==> src/include/clk_pm_pkg.sv <==
// Constants for the CPU clock source and power control block.
// Assumes a Wishbone slave with 32-bit data and byte addresses.
package clk_pm_pkg;
  // Register indices; byte address is four times the index
  localparam logic [7:0] IDX_POWER_CONTROL = 8'h87;
  localparam logic [7:0] IDX_EXT_FLAGS     = 8'h91;
  localparam logic [7:0] IDX_POWER_MGMT    = 8'hC4;
  localparam logic [7:0] IDX_STATUS        = 8'hC5;
  // Field positions
  localparam int POS_IDLE       = 0;
  localparam int POS_SRC_SEL    = 3;
  localparam int POS_RING_FLAG  = 2;
  localparam int POS_RATE_LO    = 6;
  localparam int POS_SWB        = 5;
  localparam int POS_AMP_DIS    = 3;
  localparam int POS_XT_READY   = 4;
  // Cycle-rate codes and reset values
  localparam logic [1:0] RATE_4    = 2'h1;
  localparam logic [1:0] RATE_64   = 2'h2;
  localparam logic [1:0] RATE_1024 = 2'h3;
  localparam logic [1:0] RATE_RSVD = 2'h0;
  localparam logic       RST_SRC_SEL = 1'h1;
  localparam logic       RST_SWB     = 1'h0;
  localparam logic       RST_AMP_DIS = 1'h0;
  localparam logic [7:0] RST_STATUS  = 8'h10;
  // Last count of each machine-cycle divide
  localparam logic [9:0] LAST_4    = 10'h003;
  localparam logic [9:0] LAST_64   = 10'h03F;
  localparam logic [9:0] LAST_1024 = 10'h3FF;
  // Crystal warm-up length in crystal clocks
  localparam int XTAL_WARM_CLOCKS = 65536;
  // Crystal oscillator states
  typedef enum logic [2:0] {
    XT_RUN  = 3'h1,
    XT_OFF  = 3'h2,
    XT_WARM = 3'h4
  } xtal_state_e;
endpackage : clk_pm_pkg

==> src/rtl/warmup_counter.sv <==
// Crystal warm-up counter: counts crystal ticks, flags completion.
// Assumes i_tick is a one-cycle pulse already in the i_clk domain.
`timescale 1ns/1ns
module warmup_counter #(
  parameter int COUNT = 65536
) (
  // Clock and reset
  input  wire logic i_clk,
  input  wire logic i_rstn,
  // Control
  input  wire logic i_clear,
  input  wire logic i_tick,
  // Status
  output logic      o_done
);
  localparam int W = $clog2(COUNT + 1);

  logic [W-1:0] cnt_reg;
  logic [W-1:0] cnt_next;
  logic         done_reg;
  logic         done_next;

  always_comb begin
    cnt_next  = cnt_reg;
    done_next = done_reg;
    if (i_clear) begin
      cnt_next  = '0;
      done_next = 1'b0;
    end else if (i_tick && !done_reg) begin
      cnt_next = cnt_reg + W'(1);
      if (cnt_reg == W'(COUNT - 1)) begin
        done_next = 1'b1;
      end
    end
  end

  always_ff @(posedge i_clk or negedge i_rstn) begin
    if (!i_rstn) begin
      cnt_reg  <= '0;
      done_reg <= 1'b0;
    end else begin
      cnt_reg  <= cnt_next;
      done_reg <= done_next;
    end
  end

  assign o_done = done_reg;
endmodule : warmup_counter

==> src/rtl/cpu_clock_source_power_control.sv <==
// CPU clock source selection, cycle-rate divider, crystal warm-up
// and idle control, reached over a classic Wishbone slave.
// Assumes oscillator pins are asynchronous; CPU status inputs are on i_clk.
//
// Overview of operation
// - Source select bit one picks crystal, zero picks the ring oscillator.
// - After reset the CPU runs from the crystal.
// - Read-only ring flag shows one while running from the ring; resets zero.
// - Amplifier disable may be set only with source select zero; resets zero.
// - Source change applies one machine cycle after the write.
// - Clearing amplifier disable restarts crystal; 65,536 clocks later ready sets.
// - Select zero-to-one ignored unless ready is one and amplifier enabled.
// - Switchback restores only divide-by-4; clock source stays unchanged.
// - Rate 01 is 4 clocks, 10 and 11 reduced; reduced only from 01.
// - Switchback enable is free to write, resets zero, gates hardware switchback.
// - Three read-only in-service bits for power-fail, high, low priority.
// - Four read-only serial activity bits in positions three to zero.
// - Crystal ready bit is read-only and resets to one.
// - Power control bit zero halts the CPU while clocks keep running.
// - Idle ends on any interrupt or on reset.
// - Rate change applies one machine cycle later, for all functions.
// - Switchback on serviceable external interrupt, start bit, or transmit write.
`timescale 1ns/1ns
module cpu_clock_source_power_control #(
  parameter int WARM_COUNT = clk_pm_pkg::XTAL_WARM_CLOCKS
) (
  // Clock and reset
  input  wire logic        i_clk,
  input  wire logic        i_rstn,
  // Wishbone slave
  input  wire logic        i_wb_cyc,
  input  wire logic        i_wb_stb,
  input  wire logic        i_wb_we,
  input  wire logic [11:0] i_wb_adr,
  input  wire logic [3:0]  i_wb_sel,
  input  wire logic [31:0] i_wb_dat,
  output logic      [31:0] o_wb_dat,
  output logic             o_wb_ack,
  // Oscillator pins
  input  wire logic        i_xtal_osc,
  input  wire logic        i_ring_osc,
  // CPU status
  input  wire logic        i_powerfail_irq_in_service,
  input  wire logic        i_high_irq_in_service,
  input  wire logic        i_low_irq_in_service,
  input  wire logic        i_serial1_tx_active,
  input  wire logic        i_serial1_rx_active,
  input  wire logic        i_serial0_tx_active,
  input  wire logic        i_serial0_rx_active,
  // Wake events
  input  wire logic        i_irq_event,
  input  wire logic        i_ext_irq_wake,
  input  wire logic        i_serial_start_bit,
  input  wire logic        i_serial_tx_write,
  // Clock control outputs
  output logic             o_machine_cycle,
  output logic [1:0]       o_cycle_rate,
  output logic             o_ring_active,
  output logic             o_xtal_amp_enable,
  output logic             o_xtal_ready,
  output logic             o_cpu_halt
);
  function automatic logic [9:0] div_last(input logic [1:0] code);
    case (code)
      clk_pm_pkg::RATE_64:   div_last = clk_pm_pkg::LAST_64;
      clk_pm_pkg::RATE_1024: div_last = clk_pm_pkg::LAST_1024;
      default:               div_last = clk_pm_pkg::LAST_4;
    endcase
  endfunction : div_last

  // Oscillator synchronisers and edge detect
  logic [2:0] xt_sync_reg;
  logic [2:0] rg_sync_reg;
  logic       xt_tick;
  logic       rg_tick;
  logic       src_tick;

  always_ff @(posedge i_clk or negedge i_rstn) begin
    if (!i_rstn) begin
      xt_sync_reg <= 3'h0;
      rg_sync_reg <= 3'h0;
    end else begin
      xt_sync_reg <= {xt_sync_reg[1:0], i_xtal_osc};
      rg_sync_reg <= {rg_sync_reg[1:0], i_ring_osc};
    end
  end

  assign xt_tick  = xt_sync_reg[1] && !xt_sync_reg[2];
  assign rg_tick  = rg_sync_reg[1] && !rg_sync_reg[2];

  // State
  logic        ack_reg, ack_next;
  logic [31:0] rdat_reg, rdat_next;
  logic        sel_reg, sel_next;
  logic        ring_reg, ring_next;
  logic        amp_dis_reg, amp_dis_next;
  logic [1:0]  rate_reg, rate_next;
  logic [1:0]  rate_app_reg, rate_app_next;
  logic        swb_reg, swb_next;
  logic        idle_reg, idle_next;
  logic [7:0]  stat_reg, stat_next;
  logic [9:0]  div_reg, div_next;
  logic        mc_reg, mc_next;
  logic        warm_done;
  logic        req;
  logic        wr;
  logic [7:0]  idx;
  logic [7:0]  wd;
  logic        wr_pmr;
  logic        wake;
  logic        xt_ready;
  clk_pm_pkg::xtal_state_e xs_reg, xs_next;

  assign src_tick = ring_reg ? rg_tick : xt_tick;
  assign req      = i_wb_cyc && i_wb_stb;
  assign idx      = i_wb_adr[9:2];
  assign wd       = i_wb_dat[7:0];
  assign wr       = req && i_wb_we && ack_reg && i_wb_sel[0];
  assign wr_pmr   = wr && (idx == clk_pm_pkg::IDX_POWER_MGMT);
  assign wake     = i_ext_irq_wake || i_serial_start_bit || i_serial_tx_write;
  assign xt_ready = (xs_reg == clk_pm_pkg::XT_RUN);

  warmup_counter #(
    .COUNT (WARM_COUNT)
  ) u_warm (
    .i_clk   (i_clk),
    .i_rstn  (i_rstn),
    .i_clear (xs_reg != clk_pm_pkg::XT_WARM),
    .i_tick  (xt_tick),
    .o_done  (warm_done)
  );

  // Bus, register and clock control next values
  always_comb begin
    ack_next      = req && !ack_reg;
    rdat_next     = rdat_reg;
    sel_next      = sel_reg;
    ring_next     = ring_reg;
    amp_dis_next  = amp_dis_reg;
    rate_next     = rate_reg;
    rate_app_next = rate_app_reg;
    swb_next      = swb_reg;
    idle_next     = idle_reg;
    xs_next       = xs_reg;
    mc_next       = 1'b0;
    div_next      = div_reg;
    stat_next     = {i_powerfail_irq_in_service, i_high_irq_in_service,
                     i_low_irq_in_service, xt_ready,
                     i_serial1_tx_active, i_serial1_rx_active,
                     i_serial0_tx_active, i_serial0_rx_active};
    // Read data; unmapped indices read zero
    if (req && !i_wb_we && !ack_reg) begin
      rdat_next = 32'h0;
      if (idx == clk_pm_pkg::IDX_POWER_CONTROL) begin
        rdat_next[clk_pm_pkg::POS_IDLE] = idle_reg;
      end else if (idx == clk_pm_pkg::IDX_EXT_FLAGS) begin
        rdat_next[clk_pm_pkg::POS_SRC_SEL]   = sel_reg;
        rdat_next[clk_pm_pkg::POS_RING_FLAG] = ring_reg;
      end else if (idx == clk_pm_pkg::IDX_POWER_MGMT) begin
        rdat_next[clk_pm_pkg::POS_RATE_LO+:2] = rate_reg;
        rdat_next[clk_pm_pkg::POS_SWB]        = swb_reg;
        rdat_next[clk_pm_pkg::POS_AMP_DIS]    = amp_dis_reg;
      end else if (idx == clk_pm_pkg::IDX_STATUS) begin
        rdat_next[7:0] = stat_reg;
      end
    end
    // Register writes
    if (wr && idx == clk_pm_pkg::IDX_EXT_FLAGS) begin
      if (!wd[clk_pm_pkg::POS_SRC_SEL]) begin
        sel_next = 1'b0;
      end else if (xt_ready && !amp_dis_reg) begin
        sel_next = 1'b1;
      end
    end
    if (wr_pmr) begin
      swb_next = wd[clk_pm_pkg::POS_SWB];
      if (wd[clk_pm_pkg::POS_RATE_LO+:2] == clk_pm_pkg::RATE_4) begin
        rate_next = clk_pm_pkg::RATE_4;
      end else if (wd[clk_pm_pkg::POS_RATE_LO+:2] != clk_pm_pkg::RATE_RSVD
                   && rate_reg == clk_pm_pkg::RATE_4) begin
        rate_next = wd[clk_pm_pkg::POS_RATE_LO+:2];
      end
      if (!wd[clk_pm_pkg::POS_AMP_DIS]) begin
        amp_dis_next = 1'b0;
      end else if (!sel_reg && ring_reg) begin
        amp_dis_next = 1'b1;
      end
    end
    if (wr && idx == clk_pm_pkg::IDX_POWER_CONTROL) begin
      idle_next = wd[clk_pm_pkg::POS_IDLE];
    end
    // Hardware switchback wins over a write; divider only
    if (swb_reg && wake) begin
      rate_next = clk_pm_pkg::RATE_4;
    end
    if (i_irq_event) begin
      idle_next = 1'b0;
    end
    // Machine-cycle divider
    if (src_tick) begin
      if (div_reg >= div_last(rate_app_reg)) begin
        div_next = 10'h000;
        mc_next  = 1'b1;
      end else begin
        div_next = div_reg + 10'h001;
      end
    end
    // Source and rate changes land on the next machine cycle
    if (mc_reg) begin
      rate_app_next = rate_reg;
      ring_next     = !sel_reg;
    end
    // Crystal oscillator control
    case (xs_reg)
      clk_pm_pkg::XT_RUN:  if (amp_dis_reg) xs_next = clk_pm_pkg::XT_OFF;
      clk_pm_pkg::XT_OFF:  if (!amp_dis_reg) xs_next = clk_pm_pkg::XT_WARM;
      clk_pm_pkg::XT_WARM: begin
        if (amp_dis_reg) begin
          xs_next = clk_pm_pkg::XT_OFF;
        end else if (warm_done) begin
          xs_next = clk_pm_pkg::XT_RUN;
        end
      end
      default:             xs_next = clk_pm_pkg::XT_RUN;
    endcase
  end

  always_ff @(posedge i_clk or negedge i_rstn) begin
    if (!i_rstn) begin
      ack_reg      <= 1'b0;
      rdat_reg     <= 32'h0;
      sel_reg      <= clk_pm_pkg::RST_SRC_SEL;
      ring_reg     <= 1'b0;
      amp_dis_reg  <= clk_pm_pkg::RST_AMP_DIS;
      rate_reg     <= clk_pm_pkg::RATE_4;
      rate_app_reg <= clk_pm_pkg::RATE_4;
      swb_reg      <= clk_pm_pkg::RST_SWB;
      idle_reg     <= 1'b0;
      stat_reg     <= clk_pm_pkg::RST_STATUS;
      div_reg      <= 10'h000;
      mc_reg       <= 1'b0;
      xs_reg       <= clk_pm_pkg::XT_RUN;
    end else begin
      ack_reg      <= ack_next;
      rdat_reg     <= rdat_next;
      sel_reg      <= sel_next;
      ring_reg     <= ring_next;
      amp_dis_reg  <= amp_dis_next;
      rate_reg     <= rate_next;
      rate_app_reg <= rate_app_next;
      swb_reg      <= swb_next;
      idle_reg     <= idle_next;
      stat_reg     <= stat_next;
      div_reg      <= div_next;
      mc_reg       <= mc_next;
      xs_reg       <= xs_next;
    end
  end

  assign o_wb_ack          = ack_reg;
  assign o_wb_dat          = rdat_reg;
  assign o_machine_cycle   = mc_reg;
  assign o_cycle_rate      = rate_app_reg;
  assign o_ring_active     = ring_reg;
  assign o_xtal_amp_enable = !amp_dis_reg;
  assign o_xtal_ready      = stat_reg[clk_pm_pkg::POS_XT_READY];
  assign o_cpu_halt        = idle_reg;
endmodule : cpu_clock_source_power_control

==> config.mk <==
export PLATFORM = sky130hd
export DESIGN_NAME = cpu_clock_source_power_control
export DESIGN_NICKNAME = d
export VERILOG_FILES = /design/src/include/clk_pm_pkg.sv /design/src/rtl/warmup_counter.sv /design/src/rtl/cpu_clock_source_power_control.sv
export SDC_FILE = /design/constraint.sdc
export NUM_CORES = 1
export LEC_CHECK = 0
export BUFFER_PORTS_ARGS = -buffer_cell sky130_fd_sc_hd__buf_2
export CORE_MARGIN = 1
export CORE_UTILIZATION = 41
export DETAILED_ROUTE_END_ITERATION = 16
export PLACE_DENSITY = 0.63
export SLEW_MARGIN = 40
export SYNTH_ARGS = -nofsm -noshare
export SYNTH_HDL_FRONTEND = slang
export SYNTH_HIERARCHICAL = 1
export SYNTH_SLANG_ARGS = --single-unit
==> constraint.sdc <==
create_clock -name i_clk -period 5.82 [get_ports i_clk]
set_input_delay 0.873 -clock i_clk [delete_from_list [all_inputs] [get_ports i_clk]]
set_output_delay 0.873 -clock i_clk [all_outputs]
set_load 0.02 [all_outputs]
Word level (Yosys, flattened, before mapping)
Index checks and enable logic that the tools add are counted.
{ "totals": {"input_bits": 66, "reg_bits": 64, "wordCells": 111} }
{ "classes": {"n_addsub": 2, "n_reduce_logical": 37, "magnitude_cmp": 1, "mux": 36, "n_eq_ne": 18} }
{ "op_table": {"columns": ["cell", "count"], "rows": [
  ["17-bit two-way mux", 2],
  ["8-bit == test, second input constant", 4],
  ["10-bit two-way mux", 2],
  ["10-bit one-hot mux with 2 select lines", 1],
  ["3-bit two-way mux", 6],
  ["17-bit by 1-bit adder with 17-bit output, second input constant", 1],
  ["17-bit by 16-bit == test with 1-bit output, second input constant", 1],
  ["1-bit logical AND", 17],
  ["1-bit two-way mux", 15],
  ["2-bit two-way mux", 6],
  ["10-bit by 1-bit adder with 10-bit output, second input constant", 1],
  ["10-bit greater-or-equal comparator", 1],
  ["2-bit nonzero test", 5],
  ["3-bit one-hot mux with 3 select lines", 1],
  ["8-bit two-way mux", 1],
  ["2-bit AND reduction", 4],
  ["1-bit zero test", 7],
  ["7-bit two-way mux", 1],
  ["2-bit by 1-bit == test with 1-bit output, second input constant", 2],
  ["2-bit == test, second input constant", 2],
  ["4-bit two-way mux", 1],
  ["2-bit by 1-bit != test with 1-bit output, second input constant", 2],
  ["2-bit != test, second input constant", 2],
  ["3-bit by 1-bit == test with 1-bit output, second input constant", 1],
  ["7 further kinds", 8]
]} }

Longest topological paths before layout
{ "depth": {"depth_word": 7, "depth_mapped": 7, "ltp_nobuf": 7} }

Hierarchy
The synthesis kept the hierarchy.
{ "by_module_without_submodules": {"columns": ["module", "instances", "area_each_um2", "cells_each"], "rows": [
  ["cpu_clock_source_power_control", 1, 2283.4, 227],
  ["warmup_counter", 1, 938.4, 97]
]} }

Least setup slack after synthesis
Ideal clock, no wire load.
{ "synth_path": {"kind": "input-to-reg", "start": "input port i_wb_adr[5]", "end": "register swb_reg", "t_arrival_ps": 1907, "setup_time_ps": 125, "path_buffers": 0, "slack_ps": 3788, "t_required_ps": 5695, "path_stages": 4, "cell_sequence": "nor3b_2 nand4b_1 nor3_4 mux2_2"} }
{ "synth_between": {"elab_chain_cells": 2} }
{ "synth_rtl": {"columns": ["item", "line", "rtl"], "rows": [
  ["start: declaration", "cpu_clock_source_power_control.sv:34", "input wire logic [11:0] i_wb_adr,"],
  ["8-bit == test", "cpu_clock_source_power_control.sv:119", "assign wr_pmr = wr && (idx == clk_pm_pkg::IDX_POWER_MGMT);"],
  ["1-bit logical AND", "cpu_clock_source_power_control.sv:119", null],
  ["end signal: assignment", "cpu_clock_source_power_control.sv:237", "swb_reg <= clk_pm_pkg::RST_SWB;"],
  ["end signal: assignment", "cpu_clock_source_power_control.sv:251", "swb_reg <= swb_next;"],
  ["end: declaration", "cpu_clock_source_power_control.sv:99", "logic swb_reg, swb_next;"]
]} }
No other way between the ends.
A chain may end at the register's enable or synchronous reset.

Worst setup path in the final report
{ "layout_path": {"start": "register rate_app_reg[0], in the netlist o_cycle_rate[0]", "end": "register div_reg[7]"} }
{ "layout_between": {"elab_chain_cells": 5} }
{ "layout_rtl": {"columns": ["item", "line", "rtl"], "rows": [
  ["start: declaration", "cpu_clock_source_power_control.sv:98", "logic [1:0] rate_app_reg, rate_app_next;"],
  ["start signal: assignment", "cpu_clock_source_power_control.sv:236", "rate_app_reg <= clk_pm_pkg::RATE_4;"],
  ["start signal: assignment", "cpu_clock_source_power_control.sv:250", "rate_app_reg <= rate_app_next;"],
  ["2-bit == test", "cpu_clock_source_power_control.sv:64", "case (code)"],
  ["10-bit one-hot mux with 2 select lines (*)", "cpu_clock_source_power_control.sv:64", null],
  ["10-bit two-way mux (*)", "cpu_clock_source_power_control.sv:200", "if (src_tick) begin"],
  ["10-bit greater-or-equal comparator (*)", "cpu_clock_source_power_control.sv:201", "if (div_reg >= div_last(rate_app_reg)) begin"],
  ["10-bit two-way mux (*)", "cpu_clock_source_power_control.sv:201", null],
  ["end signal: assignment", "cpu_clock_source_power_control.sv:254", "div_reg <= div_next;"],
  ["end: declaration", "cpu_clock_source_power_control.sv:102", "logic [9:0] div_reg, div_next;"]
]} }
Every way passes the cells marked *; elsewhere a longest branch is shown, timed or not. The select of a mux whose other input is x is not followed.

==> flow_metrics.tcl <==
set metrics [dict create \
    finalPower_w 0.0009810 \
    ioPinCount 106 \
    finalCriticalPeriod_ns 2.287 \
    finClkSkew_ns 0.009287 \
    critical_path.top_delay_family "compound AO/OA/AOI/OAI gates" \
    reg2reg_depth 7 \
    relSlewSlack 0.5975 \
    tightestPinTransition_ns 0.6033 \
    endpoint_kind "flip-flop" \
    preCtsSetupSlack_ns 3.483 \
    ys.flop_type "dfrtp_1" \
    holdCritStartpoint "xt_sync_reg[0]" \
    chipWidth_um 90.65 \
    p_leak_nw 1.602 \
    final.fill_count 718 \
    drive_gt1_frac 0.2368 \
    route.antenna.remaining_nets 0 \
    synth_edf_count 0 \
    drc_errors 0 \
    path_max_fanout 7 \
    ys_seq_area_frac 0.4990 \
    synth_top_area_share 0.4583 \
    syn_area_mm2 0.003222 \
    slowest_delay_ns 0.54 \
    grt_overflow 0 \
    viasPerCell 5.010 \
    irDropWorstVdd_v 0.0001541 \
    grt_pass1_vias 2182 \
    grt_first_pass_wirelength_um 9970 \
    cts.path.max_buffers 2 \
    die_h_um 90.65 \
    clkTransAtPathRegs_ns 0.08 \
    power_density_mw_per_mm2 268.3 \
    clk_latency_ns 0.34 \
    fin_ws_ns 3.533 \
    path_class "flip-flop to flip-flop" \
    path_cells "nand2_1 > ha_1 > a21oi_1 > o21ai_0 > a21oi_2 > nand2b_2 > o311ai_2" \
    start_kind "flip-flop" \
    num-nets-final 448 \
    grt_max_degree 65 \
    vias 2400 \
    min_to "xt_sync_reg[1]" \
    slew_viol_final 0 \
    syn2layout_area_growth_pct 13.48 \
    status "finished, final reports clean" \
    cts_buffers 9 \
    cts.htree.levels 3 \
    critPathBufInv 0 \
    postCtsSetupBuffers 0 \
    slowest_stage "dfstp_2" \
    io_buffers 47 \
    totalWireLength_um 5896 \
    regArea_mm2 0.001608 \
    synth.largest_area_cell "dfrtp_1" \
    cts.repair.resized 0 \
    firstDrtPassIters 4 \
    antenna_found_initial 0 \
    yosysWarnings 6 \
    syn_area_per_cell_um2 9.944 \
    dp_hpwl_um 4170 \
    holdCritPathClass "flip-flop to flip-flop" \
    avgRoutedWirePerCell_um 12.31 \
    drt-initial-drc-count 80 \
    largest_reg_flops 17 \
    cp.arrival_ns 2.54 \
    hold_viol_final 0 \
    placeableCoreArea_mm2 0.007408 \
    max_cap_viol_count 0 \
    timing.rr.end "div_reg[7]" \
    cts.sink_count 64 \
    track_usage 0.1526 \
    yosysUniqueCellTypes 50 \
    multi_input_area_mm2 0.001450 \
    async_reset_ff_frac 1.000 \
    fmax_mhz 437.3 \
    place.gp.congestion 0.7826 \
    synthCells 324 \
    root_buffer "clkbuf_8" \
    die_area_mm2 0.008217 \
    post_synth_main_area_contributors "dfrtp_1 (46%), buf_4 (6.1%), dfstp_2 (4.1%)" \
    finalSetupTns_ns 0 \
    cts_tree "done" \
    finalCritPeriodShare 0.3929 \
    critPathRequiredTime_ns 6.07 \
    hold_path_depth 0 \
    diodes 0 \
    start_util 0.4349 \
    r2r_slack_ns 3.53 \
    rsz0062_at_grt "false" \
    synth.ff_latch_count 64 \
    r2r-start "o_cycle_rate[0]" \
    rows 31 \
    ctsHoldBuffers 0 \
    setup_viol 0 \
]
cell families (layout without fill, tap and decap cells):
logic type / Yosys count / count (layout) / synth area share
and+or+nand+nor: 127 / 127 / 0.2016
DFF: 64 / 64 / 0.4990
AOI/OAI and AO/OA: 58 / 58 / 0.1181
buffers and inverters: 43 / 76 / 0.08039
muxes: 14 / 14 / 0.04544
xor gates and xnor gates: 10 / 10 / 0.02718
adders and majority gates: 7 / 7 / 0.02718
other: 1 / 24 / 0.001164
worst max path at each step:
stage / cells past startpoint / start / slack, ns / to
floorplan: 4 / i_wb_adr[5] / 3.79 / swb_reg
global route: 7 / o_cycle_rate[0] / 3.37 / div_reg[7]
finish: 7 / o_cycle_rate[0] / 3.53 / div_reg[7]
detailed placement: 5 / xs_reg[0] / 3.48 / u_warm/cnt_reg[15]
CTS: 5 / xs_reg[0] / 3.49 / u_warm/cnt_reg[15]
global placement: 5 / i_wb_adr[5] / 3.54 / swb_reg
synthesized netlist by cell type, drive strengths merged (5+ instances only):
cell type / instances
dfrtp: 59
nor2: 33
nand2: 29
buf: 28
o21ai: 23
nand3: 16
a21oi: 14
inv: 12
mux2i: 9
nor3: 9
ha: 7
nand4: 6
or3: 6
xnor2: 6
dfstp: 5
mux2: 5
nor2b: 5
metrics by stage:
stage                     utilization  instances  hold WS, ns  area (um^2)
after floorplan                     -        347       0.3312         3308
after global placement         0.4672        463       0.3360         3461
after detailed placement       0.4680        463       0.3372         3467
after CTS                      0.4927        479       0.3543         3650
after global routing           0.4935        479       0.3543         3656
final                          0.4935        479       0.3518         3656
layout make-up:
class                           instances  share of cell area
Clock inverter                          6             0.01232
Sequential cell                        64              0.4398
Clock buffer                           10             0.03765
Inverter                               12             0.01232
Tap cell                               99             0.03388
Multi-Input combinational cell        240              0.3966
Timing Repair Buffer                   48             0.06742
where the power goes:
group          total, W  internal (W)  switching [W]
registers      0.000492      0.000467      0.0000245
clock network  0.000344      0.000165       0.000179
logic          0.000146     0.0000485      0.0000970
total          0.000981      0.000681       0.000300
cell usage in the layout, fill, tap and decap left out, types with 2 or more instances in the layout:
cell type / netlist / final
nand2b_2: 1 / 2
nand4b_1: 2 / 2
nor2_1: 33 / 33
nor2b_1: 5 / 5
o311ai_2: 3 / 3
clkinvlp_4: 0 / 6
a21oi_1: 13 / 13
nor3_1: 8 / 8
or3_1: 6 / 6
nand4_1: 6 / 6
nand3b_1: 2 / 2
nand2b_1: 3 / 2
o21ai_0: 23 / 23
conb_1: 1 / 24
clkbuf_8: 0 / 10
ha_1: 7 / 7
dfrtp_1: 59 / 59
mux2i_1: 9 / 9
o31ai_1: 3 / 3
xnor2_1: 6 / 6
inv_1: 12 / 12
nand2_1: 29 / 29
or2_2: 3 / 3
buf_2: 0 / 47
and3_1: 2 / 2
nand3_1: 16 / 16
dfstp_2: 5 / 5
a22oi_1: 2 / 2
a211oi_1: 3 / 3
o21a_1: 2 / 2
mux2_2: 4 / 4
nor4_1: 3 / 3
o22ai_1: 2 / 2
xor2_1: 4 / 4
per-layer routing:
metal | up-vias | routed length (um) | global-route usage
met5 | - | 0 | 0
met4 | 0 | 55 | 0.04032
met3 | 6 | 260 | 0.05640
met2 | 48 | 2824 | 0.2405
met1 | 1156 | 2756 | 0.1972
li1 | 1190 | - | -
Note: power is estimated with default switching activity, not from simulation.
